## src/core/spi_cfg_host_pkg.sv

```systemverilog
// Package for the ADC serial configuration host controller
package spi_cfg_host_pkg;
   // Wishbone register offsets (byte addresses)
   localparam logic [3:0] REG_CTRL = 4'h0;
   localparam logic [3:0] REG_INSTR = 4'h4;
   localparam logic [3:0] REG_WDATA = 4'h8;
   localparam logic [3:0] REG_STATUS = 4'hC;
   localparam int ADDR_W = 4;
   // Control register fields
   localparam int CTRL_START = 0;
   localparam int CTRL_LSB_FIRST = 1;
   localparam int CTRL_HOLD_CS = 2;
   localparam int CTRL_STALL = 3;
   localparam int CTRL_STRAP = 4;
   localparam int CTRL_DCS = 5;
   localparam int CTRL_DFS = 6;
   localparam int CTRL_OE_N = 7;
   localparam int CTRL_POWER_DOWN_PIN = 8;
   localparam logic [8:0] CTRL_RESET = 9'h020;
   // Instruction field positions
   localparam int INSTR_RW = 15;
   localparam int INSTR_W1 = 14;
   localparam int INSTR_W0 = 13;
   localparam int INSTR_BITS = 16;
   localparam int WORD_BITS = 8;
   localparam int MAX_BYTES = 4;
   // Serial clock: 100 MHz / (2*5 + 1), about 9.09 MHz
   localparam int SCLK_HALF_NS = 50;
   localparam int CLK_NS = 10;
   localparam int SCLK_HALF_CYC = (SCLK_HALF_NS + CLK_NS - 1) / CLK_NS;

   typedef enum logic [2:0] {
      ST_IDLE = 3'b000,
      ST_LOW = 3'b001,
      ST_HIGH = 3'b011,
      ST_NEXT = 3'b010,
      ST_STALL = 3'b110,
      ST_DONE = 3'b100
   } phase_e;

   typedef struct packed {
      logic cs_n;
      logic sclk;
      logic sdo;
      logic sdo_oe_n;
   } pins_s;

   typedef struct packed {
      phase_e phase;
      logic [8:0] ctrl;
      logic [15:0] instr;
      logic [31:0] wdata;
      logic [31:0] rdata;
      logic [2:0] nbytes;
      logic [5:0] bitcnt;
      logic [2:0] div;
      logic busy;
      logic done;
      logic resume;
      logic ack;
      logic [31:0] dat_o;
      pins_s pins;
      logic [2:0] sdi_sync;
      logic sdi;
   } state_s;
endpackage : spi_cfg_host_pkg

```

## src/core/spi_cfg_host.sv

```systemverilog
// Serial configuration host that drives the ADC three-wire port
//
// Overview of operation
// - Transfers only happen while chip select is driven low.
// - Frame starts on chip select falling; first rising clock is bit one.
// - Chip select may stay low to stream successive transfers.
// - Chip select may rise between bytes to stall; resume at next byte.
// - Every frame opens with sixteen instruction bits.
// - First frame bit chooses read (one) or write (zero); with control bit 1 set the host sends instruction bit 0 first.
// - On a read the host releases the data line when readback starts.
// - Data after the instruction is in 8-bit words.
// - Strap mode needs chip select tied high to disable the port.
// - Keep power-down and output-enable at defaults under serial control.
// - Keep the port idle when full converter performance is needed.
//
// Register map, byte offsets on the bus
//   0x0 control
//      bit 0  start a frame; reads back as zero
//      bit 1  shift least significant bit first
//      bit 2  keep chip select low between frames (streaming)
//      bit 3  raise chip select after every byte but the last until software clears this bit
//      bit 4  strap mode: no frames, shared pins carry static levels
//      bit 5  strap level of the data pin (stabilizer), set after reset
//      bit 6  strap level of the clock pin (output format)
//      bit 7  level of the output enable pin
//      bit 8  level of the power-down pin
//   0x4 instruction word sent at the head of the next frame
//      bit 15  read when set, write when clear
//      bits 14:13  data bytes minus one
//      bits 12:0  register address in the converter
//   0x8 write: data bytes for the frame, byte k in bits 8k+7:8k
//       read: read-back bytes of the last frame in the same places
//   0xC status
//      bit 0  busy, from start until the frame has closed
//      bit 1  shifting, busy and not stalled
//      bit 2  stalled with chip select high
//      bits 5:3  frame phase
//   Unmapped offsets read as zero and ignore writes; every access is acknowledged.
//
// Bus
//   Classic single cycles. A request is taken on the first edge with cycle and
//   strobe high and no acknowledge pending; the acknowledge follows one cycle
//   later for one cycle, with read data registered beside it.
//   Byte enables apply to the control register only.
//
// Reset
//   Synchronous and active high; chip select leaves reset high, clock low,
//   data pin released, control register at its reset values.
//   The first bus request is taken on the first edge after reset falls.
//
// Frame timing
//   A frame begins with chip select falling one cycle after the start is taken.
//   A serial bit is a low half, a high half and one bookkeeping cycle.
//   The host changes its data bit only while the serial clock is low.
//   Read-back bits are taken as the serial clock falls, from the filtered pin.
//   The pin filter adds four cycles of lag, well inside one half period.
//   Writes to the instruction and data registers are ignored while a frame runs,
//   so software must poll the busy bit before loading the next frame.
//
// Stall and resume
//   With the stall bit set the frame pauses after every whole byte but the last,
//   instruction bytes included. Chip select rises and the frame counters hold.
//   Clearing the stall bit lowers chip select and the frame goes on at the
//   next bit, so the converter sees one byte boundary per pause.
//
// Streaming
//   With the hold bit set chip select stays low after the frame ends and the
//   next start continues on the same select; clearing the bit raises it.
//
// Pins
//   Chip select and the serial clock are always driven by the host.
//   The data pin is released during read-back bytes and while stalled.
//   In strap mode chip select stays high and the clock and data pins carry levels.
//   The output enable and power-down pins follow their control bits in both modes.
//
// Limitations
//   A frame carries at most four data bytes; longer runs take several frames.
//   Strap levels are applied only while no frame is in progress.
//   Only one converter is reached; there are no select lines for more devices.
`timescale 1ns/1ps
module spi_cfg_host #(
   parameter int HALF_CYC = spi_cfg_host_pkg::SCLK_HALF_CYC
) (
   // Clock and reset
   input wire logic CLK_SYS_IN,
   input wire logic RST_IN,
   // Wishbone slave
   input wire logic WB_CYC_IN,
   input wire logic WB_STB_IN,
   input wire logic WB_WE_IN,
   input wire logic [spi_cfg_host_pkg::ADDR_W-1:0] WB_ADR_IN,
   input wire logic [3:0] WB_SEL_IN,
   input wire logic [31:0] WB_DAT_IN,
   output logic [31:0] WB_DAT_OUT,
   output logic WB_ACK_OUT,
   // Device pins
   output logic CHIP_SELECT_N_OUT,
   output logic SERIAL_CLOCK_FORMAT_PIN_OUT,
   output logic SERIAL_DATA_STABILIZER_PIN_OUT,
   output logic SERIAL_DATA_STABILIZER_PIN_OE_N_OUT,
   input wire logic SERIAL_DATA_STABILIZER_PIN_IN,
   output logic OUTPUT_ENABLE_N_OUT,
   output logic POWER_DOWN_PIN_OUT
);
   import spi_cfg_host_pkg::*;

   state_s r;
   state_s next_r;

   // Data bit position within the current word for the chosen order
   function automatic logic [2:0] bit_pos(input logic [2:0] idx, input logic lsb_first);
      bit_pos = lsb_first ? idx : 3'(WORD_BITS - 1) - idx;
   endfunction : bit_pos

   // Bytes in the data phase from the word-length bits
   function automatic logic [2:0] byte_count(input logic [1:0] wl);
      byte_count = (wl == 2'b11) ? 3'(MAX_BYTES) : 3'(wl) + 3'h1;
   endfunction : byte_count

   // True once the instruction bits have all been shifted
   function automatic logic in_data_phase(input logic [5:0] cnt);
      in_data_phase = (cnt >= 6'(INSTR_BITS));
   endfunction : in_data_phase

   // True on the last system cycle of a serial clock half period
   function automatic logic half_end(input logic [2:0] cnt);
      half_end = (cnt == 3'(HALF_CYC - 1));
   endfunction : half_end

   // Bit to present on the data pin for the current frame position
   function automatic logic tx_bit(input state_s s);
      logic [5:0] dbit;
      logic [3:0] ipos;
      logic [2:0] dpos;
      dbit = s.bitcnt - 6'(INSTR_BITS);
      ipos = s.ctrl[CTRL_LSB_FIRST] ? 4'(s.bitcnt) : 4'(INSTR_BITS - 1) - 4'(s.bitcnt);
      dpos = bit_pos(dbit[2:0], s.ctrl[CTRL_LSB_FIRST]);
      if (in_data_phase(s.bitcnt)) begin
         tx_bit = s.wdata[{dbit[4:3], dpos}];
      end else begin
         tx_bit = s.instr[ipos];
      end
   endfunction : tx_bit

   // Read multiplexer for the bus registers
   function automatic logic [31:0] read_word(input logic [ADDR_W-1:0] adr, input state_s s);
      logic [31:0] word;
      word = 32'h0;
      if (adr == REG_CTRL) begin
         word = {23'h0, s.ctrl};
      end else if (adr == REG_INSTR) begin
         word = {16'h0, s.instr};
      end else if (adr == REG_WDATA) begin
         word = s.rdata;
      end else if (adr == REG_STATUS) begin
         word = {26'h0, s.phase, s.resume, s.busy && !s.resume, s.busy};
      end
      read_word = word;
   endfunction : read_word

   logic sdi;
   logic frame_bits_done;
   logic [5:0] data_bit;
   logic [1:0] byte_idx;
   logic [2:0] in_byte;
   logic is_read;
   logic wb_req;

   assign sdi = r.sdi;
   assign is_read = r.instr[INSTR_RW];
   assign data_bit = r.bitcnt - 6'(INSTR_BITS);
   assign byte_idx = data_bit[4:3];
   assign in_byte = data_bit[2:0];
   assign frame_bits_done = (r.bitcnt == 6'(INSTR_BITS) + {r.nbytes, 3'h0} - 6'h1);
   assign wb_req = WB_CYC_IN && WB_STB_IN && !r.ack;

   always_comb begin
      logic [2:0] dpos;
      logic out_bit;
      dpos = 3'h0;
      out_bit = 1'b0;
      next_r = r;
      next_r.ack = 1'b0;
      // Three-stage input sampling of the read-back line
      next_r.sdi_sync = {r.sdi_sync[1:0], SERIAL_DATA_STABILIZER_PIN_IN};
      // The read-back level changes only once the last two stages agree
      if (r.sdi_sync[2] == r.sdi_sync[1]) begin
         next_r.sdi = r.sdi_sync[2];
      end
      next_r.done = 1'b0;

      if (wb_req) begin
         next_r.ack = 1'b1;
         if (WB_WE_IN) begin
            if (WB_ADR_IN == REG_CTRL) begin
               if (WB_SEL_IN[0]) begin
                  next_r.ctrl[7:0] = WB_DAT_IN[7:0];
               end
               if (WB_SEL_IN[1]) begin
                  next_r.ctrl[8] = WB_DAT_IN[8];
               end
               next_r.ctrl[CTRL_START] = 1'b0;
               if (WB_SEL_IN[0] && WB_DAT_IN[CTRL_START] && !r.busy) begin
                  next_r.busy = 1'b1;
               end
            end else if (WB_ADR_IN == REG_INSTR) begin
               if (!r.busy) begin
                  next_r.instr = WB_DAT_IN[15:0];
               end
            end else if (WB_ADR_IN == REG_WDATA) begin
               if (!r.busy) begin
                  next_r.wdata = WB_DAT_IN;
               end
            end
         end else begin
            next_r.dat_o = read_word(WB_ADR_IN, r);
         end
      end

      // Serial bit to present for the current position
      out_bit = tx_bit(r);

      case (r.phase)
         ST_IDLE: begin
            // Port stays quiet until software starts a frame
            next_r.pins.sclk = 1'b0;
            next_r.pins.sdo_oe_n = 1'b1;
            next_r.pins.cs_n = !r.ctrl[CTRL_HOLD_CS];
            if (r.busy && !r.ctrl[CTRL_STRAP]) begin
               next_r.nbytes = byte_count(r.instr[INSTR_W1:INSTR_W0]);
               next_r.bitcnt = 6'h0;
               next_r.rdata = 32'h0;
               next_r.div = 3'h0;
               next_r.pins.cs_n = 1'b0;
               next_r.phase = ST_LOW;
            end else if (r.busy) begin
               next_r.busy = 1'b0;
            end
         end
         ST_LOW: begin
            // Host drives instruction and write data; releases line on read data
            next_r.pins.sdo = out_bit;
            next_r.pins.sdo_oe_n = is_read && in_data_phase(r.bitcnt);
            next_r.div = r.div + 3'h1;
            if (half_end(r.div)) begin
               next_r.div = 3'h0;
               next_r.pins.sclk = 1'b1;
               next_r.phase = ST_HIGH;
            end
         end
         ST_HIGH: begin
            // Read-back bit is taken as the clock falls
            next_r.div = r.div + 3'h1;
            if (half_end(r.div)) begin
               next_r.div = 3'h0;
               next_r.pins.sclk = 1'b0;
               if (is_read && in_data_phase(r.bitcnt)) begin
                  dpos = bit_pos(in_byte, r.ctrl[CTRL_LSB_FIRST]);
                  next_r.rdata[{byte_idx, dpos}] = sdi;
               end
               next_r.phase = ST_NEXT;
            end
         end
         ST_NEXT: begin
            // Bookkeeping cycle: count the bit, then end, stall or go on
            next_r.bitcnt = r.bitcnt + 6'h1;
            if (frame_bits_done) begin
               next_r.phase = ST_DONE;
            end else if (r.ctrl[CTRL_STALL] && r.bitcnt[2:0] == 3'h7) begin
               next_r.pins.cs_n = 1'b1;
               next_r.pins.sdo_oe_n = 1'b1;
               next_r.resume = 1'b1;
               next_r.phase = ST_STALL;
            end else begin
               next_r.phase = ST_LOW;
            end
         end
         ST_STALL: begin
            // Frame state is kept; software clears the stall bit to resume
            if (!r.ctrl[CTRL_STALL]) begin
               next_r.pins.cs_n = 1'b0;
               next_r.resume = 1'b0;
               next_r.phase = ST_LOW;
            end
         end
         ST_DONE: begin
            // Close the frame; chip select follows the hold bit
            next_r.pins.sdo_oe_n = 1'b1;
            next_r.pins.cs_n = !r.ctrl[CTRL_HOLD_CS];
            next_r.busy = 1'b0;
            next_r.done = 1'b1;
            next_r.phase = ST_IDLE;
         end
         default: begin
            next_r.phase = ST_IDLE;
         end
      endcase

      // Strap mode: chip select high, shared pins become static levels
      if (r.ctrl[CTRL_STRAP] && r.phase == ST_IDLE) begin
         next_r.pins.cs_n = 1'b1;
         next_r.pins.sdo = r.ctrl[CTRL_DCS];
         next_r.pins.sdo_oe_n = 1'b0;
         next_r.pins.sclk = r.ctrl[CTRL_DFS];
      end
   end

   always_ff @(posedge CLK_SYS_IN) begin
      if (RST_IN) begin
         r <= '0;
         r.phase <= ST_IDLE;
         r.ctrl <= CTRL_RESET;
         r.pins.cs_n <= 1'b1;
         r.pins.sdo_oe_n <= 1'b1;
      end else begin
         r <= next_r;
      end
   end

   assign WB_DAT_OUT = r.dat_o;
   assign WB_ACK_OUT = r.ack;
   assign CHIP_SELECT_N_OUT = r.pins.cs_n;
   assign SERIAL_CLOCK_FORMAT_PIN_OUT = r.pins.sclk;
   assign SERIAL_DATA_STABILIZER_PIN_OUT = r.pins.sdo;
   assign SERIAL_DATA_STABILIZER_PIN_OE_N_OUT = r.pins.sdo_oe_n;
   // Static control pins act in both modes
   assign OUTPUT_ENABLE_N_OUT = r.ctrl[CTRL_OE_N];
   assign POWER_DOWN_PIN_OUT = r.ctrl[CTRL_POWER_DOWN_PIN];
endmodule : spi_cfg_host

```

## config.mk

```make
export PLATFORM = sky130hd
export DESIGN_NAME = spi_cfg_host
export DESIGN_NICKNAME = d
export VERILOG_FILES = /design/src/core/spi_cfg_host_pkg.sv /design/src/core/spi_cfg_host.sv
export SDC_FILE = /design/constraint.sdc
export NUM_CORES = 1
export LEC_CHECK = 0
export ABC_CLOCK_PERIOD_IN_PS = 2200
export BUFFER_PORTS_ARGS = -buffer_cell sky130_fd_sc_hd__clkbuf_2
export CAP_MARGIN = 40
export CORE_ASPECT_RATIO = 0.8
export CORE_MARGIN = 5
export CORE_UTILIZATION = 25
export CTS_CLUSTER_SIZE = 20
export DETAILED_ROUTE_END_ITERATION = 6
export GPL_TIMING_DRIVEN = 0
export PLACE_DENSITY_LB_ADDON = 0.12
export SLEW_MARGIN = 20
export SYNTH_ARGS = -nofsm -noshare
export SYNTH_HDL_FRONTEND = slang
export SYNTH_SLANG_ARGS = --single-unit
```

## constraint.sdc

```tcl
create_clock -name CLK_SYS_IN -period 2.2 [get_ports CLK_SYS_IN]
set_clock_uncertainty 0.1 [all_clocks]
set_input_delay 0.11 -clock CLK_SYS_IN [delete_from_list [all_inputs] [get_ports CLK_SYS_IN]]
set_output_delay 0.11 -clock CLK_SYS_IN [all_outputs]
set_load 0.01 [all_outputs]
```

==> flow_summary.toml <==
[floorplan]
start_util_pct = 25.1
dieWidth_um = 205
ios = 85
die_area_mm2 = 0.0339
die_h_um = 166
std_cell_rows = 57
core_mm2 = 0.0302

[layout]
drive_gt1_share_pct = 23.0
final.fill_count = 3284
final_common_cell = "dfxtp_1"
final_nets = 1107
stdcell_area_mm2 = 0.00965
final_core_util_pct = 32.0
multi_input_area_mm2 = 0.00412
regArea_mm2 = 0.00293
layout_common_cells = "dfxtp_1, nand2_1, a21oi_1"
antenna_cells = 0
stdcell_count = 1480
area_growth_pct = 27.4

[sta]
max_freq_mhz = 470
finalSetupViolCount = 0
drv_slew = 0
max_slew_margin_pct = 47.5
finalHoldViolCount = 0
fin_crit_sh_pct = 96.7
tightestPinTransition_ps = 787
rsz0062_at_grt = "yes"
fin_crit_ps = 2130

[critical_path]
path_class = "reg2reg"
cp-startpoint = "r[47]"
worstPathArrival_ps = 2340
r2r-start = "r[47]"
worstSetupStartpointType = "flop"
cp_max_fo = 10
cp.required_ps = 2410
crit_path_end_kind = "flop"

[global_routing]
grt_pass1_vias = 6957
grt_max_degree = 17
grt.overflow.total = 0
antenna_found_initial = 0
grt_first_pass_wirelength_um = 43400
grt_util_all_layers_pct = 16.6

[placement]
portBuffers = 81
hpwlAfterDp_um = 21100
gp_congestion = 0.858
dp.cells = 1405
dpl_cell_area_mm2 = 0.00851

[route]
drc = 0
drtIter0Drc = 414
post_drt_wl_per_cell_um = 19.0
via_per_inst = 4.79
drt_wl_total_um = 28100
vias = 7096
ant_nets = 0
dr.pass1.iters = 7

[job]
maxCapViolations = 0

[yosys]
synthFlopType = "dfxtp_1"
synthCells = 911
syn_avg_cell_area_um2 = 8.32
synth_area_mm2 = 0.00758
synth_edf_count = 0
ys_ff_latch = 146
ys_types = 79
ys_warn_count = 0
syn-num-nets = 963
async_reset_ff_share_pct = 0
synth_seq_area_share_pct = 38.6

[run_status]
outcome = "finished, final reports clean"

[hold_path]
hp-class = "in2reg"
hold_start = "WB_SEL_IN[1]"

[power]
p_per_area_mw_per_mm2 = 648
vdd_ir_drop_max_mv = 0.452
finalPower_w = 0.00625
p_leak_nw = 3.62

[clocking]
cts_max_level = 4
insertion_delay_ps = 430
clkSinkCount = 146
cts_tree = "built"
clk_path_buf_depth = 2
numCtsBuffers = 17
clkSlewWorstSetupHoldPaths_ps = 70
root_buffer = "clkbuf_16"
## registers in the layout, indices dropped and copies added (netlist names)
signal / count
CHIP_SELECT_N_OUT: 1
OUTPUT_ENABLE_N_OUT: 1
POWER_DOWN_PIN_OUT: 1
SERIAL_CLOCK_FORMAT_PIN_OUT: 1
SERIAL_DATA_STABILIZER_PIN_OE_N_OUT: 1
SERIAL_DATA_STABILIZER_PIN_OUT: 1
WB_ACK_OUT: 1
WB_DAT_OUT: 32
is_read: 1
next_r: 2
r: 103
sdi: 1
## where the power goes
group          internal (W)  switching, W  total, W
logic              0.000195      0.000296  0.000491
registers           0.00267     0.0000190   0.00269
clock network       0.00185       0.00123   0.00308
total               0.00471       0.00154   0.00625
## path summary, 6_finish.rpt
kind	endpoint	slack [ps]	cells past startpoint
setup / recovery	SERIAL_DATA_STABILIZER_PIN_OUT	70	6
hold / removal	POWER_DOWN_PIN_OUT	70	4
setup reg to reg	SERIAL_DATA_STABILIZER_PIN_OUT	70	6
hold reg to reg	next_r[3]	350	1
## stage by stage
step	setup WS, ps	setup TNS, ps	hold WS, ps
finish	73.2	0	73.5
global route	-29.5	-92.8	50.1
CTS	-22.8	-22.8	74.6
detailed placement	-248	-5900	239
global placement	-522	-20320	235
floorplan	337	0	138
## layer usage
| layer | vias up | wire length, um | track usage, % |
|---|---|---|---|
| li1 | 3507 | - | - |
| met1 | 3420 | 14600 | 25.2 |
| met2 | 142 | 12100 | 24.2 |
| met3 | 27 | 952 | 2.81 |
| met4 | 0 | 411 | 4.43 |
| met5 | - | 0 | 0 |
## worst max-delay path, cell delays in order, from the launching register on
cell      delay [ps]
dfxtp_2          370
buf_6            170
buf_8            170
mux4_2           520
a32o_1           230
a211oi_2         300
a32oi_1          140
## synthesized netlist by cell type, types with 4 or more instances
| cell type | instances | area [um2] |
|---|---|---|
| mux2_2 | 13 | 146 |
| buf_6 | 4 | 45.0 |
| inv_1 | 8 | 30.0 |
| nand2b_1 | 9 | 56.3 |
| o21ai_1 | 4 | 20.0 |
| nand3b_1 | 5 | 37.5 |
| mux2i_1 | 36 | 360 |
| o21ai_0 | 42 | 210 |
| ha_1 | 6 | 75.1 |
| a31oi_1 | 5 | 31.3 |
| buf_4 | 37 | 278 |
| a221oi_1 | 9 | 78.8 |
| mux4_1 | 5 | 131 |
| a21oi_1 | 139 | 696 |
| a211oi_1 | 4 | 30.0 |
| clkbuf_1 | 39 | 146 |
| nor2b_1 | 13 | 81.3 |
| a22o_1 | 6 | 52.6 |
| nand3_1 | 23 | 115 |
| nor3_1 | 20 | 100 |
| nor2_1 | 66 | 248 |
| dfxtp_1 | 146 | 2920 |
| and2_1 | 5 | 31.3 |
| and4b_1 | 4 | 40.0 |
| mux4_2 | 7 | 158 |
| buf_2 | 23 | 115 |
| nand2_1 | 144 | 541 |
| a22oi_1 | 13 | 97.6 |
## kinds of logic after synthesis
logic type | after synthesis | share of synthesized area, %
AND/OR/NAND/NOR | 321 | 20.1
AO/OA/AOI/OAI | 258 | 20.4
flip-flops | 146 | 38.6
buffers and inverters | 113 | 8.35
multiplexers | 61 | 10.5
XOR/XNOR | 6 | 1.07
adder cells (fa/ha/maj) | 6 | 0.990
## cell type report
cell class / count / area share (%)
Timing Repair Buffer: 127 / 8.68
Multi-Input combinational cell: 652 / 42.6
Buffer: 102 / 6.35
Sequential cell: 146 / 30.3
Clock buffer: 20 / 4.73
Inverter: 9 / 0.350
Tap cell: 413 / 5.35
Clock inverter: 11 / 1.59
## what timing repair did
| action | CTS | global route |
|---|---|---|
| hold endpoints to repair | 59 | 0 |
| endpoints found under the setup margin | 49 | 85 |
| gates resized for setup | 12 | 26 |
| pin swaps | 2 | 4 |
| setup buffers | 1 | 10 |
| hold buffers | 35 | 0 |
Power figures use the tool's default switching activity.
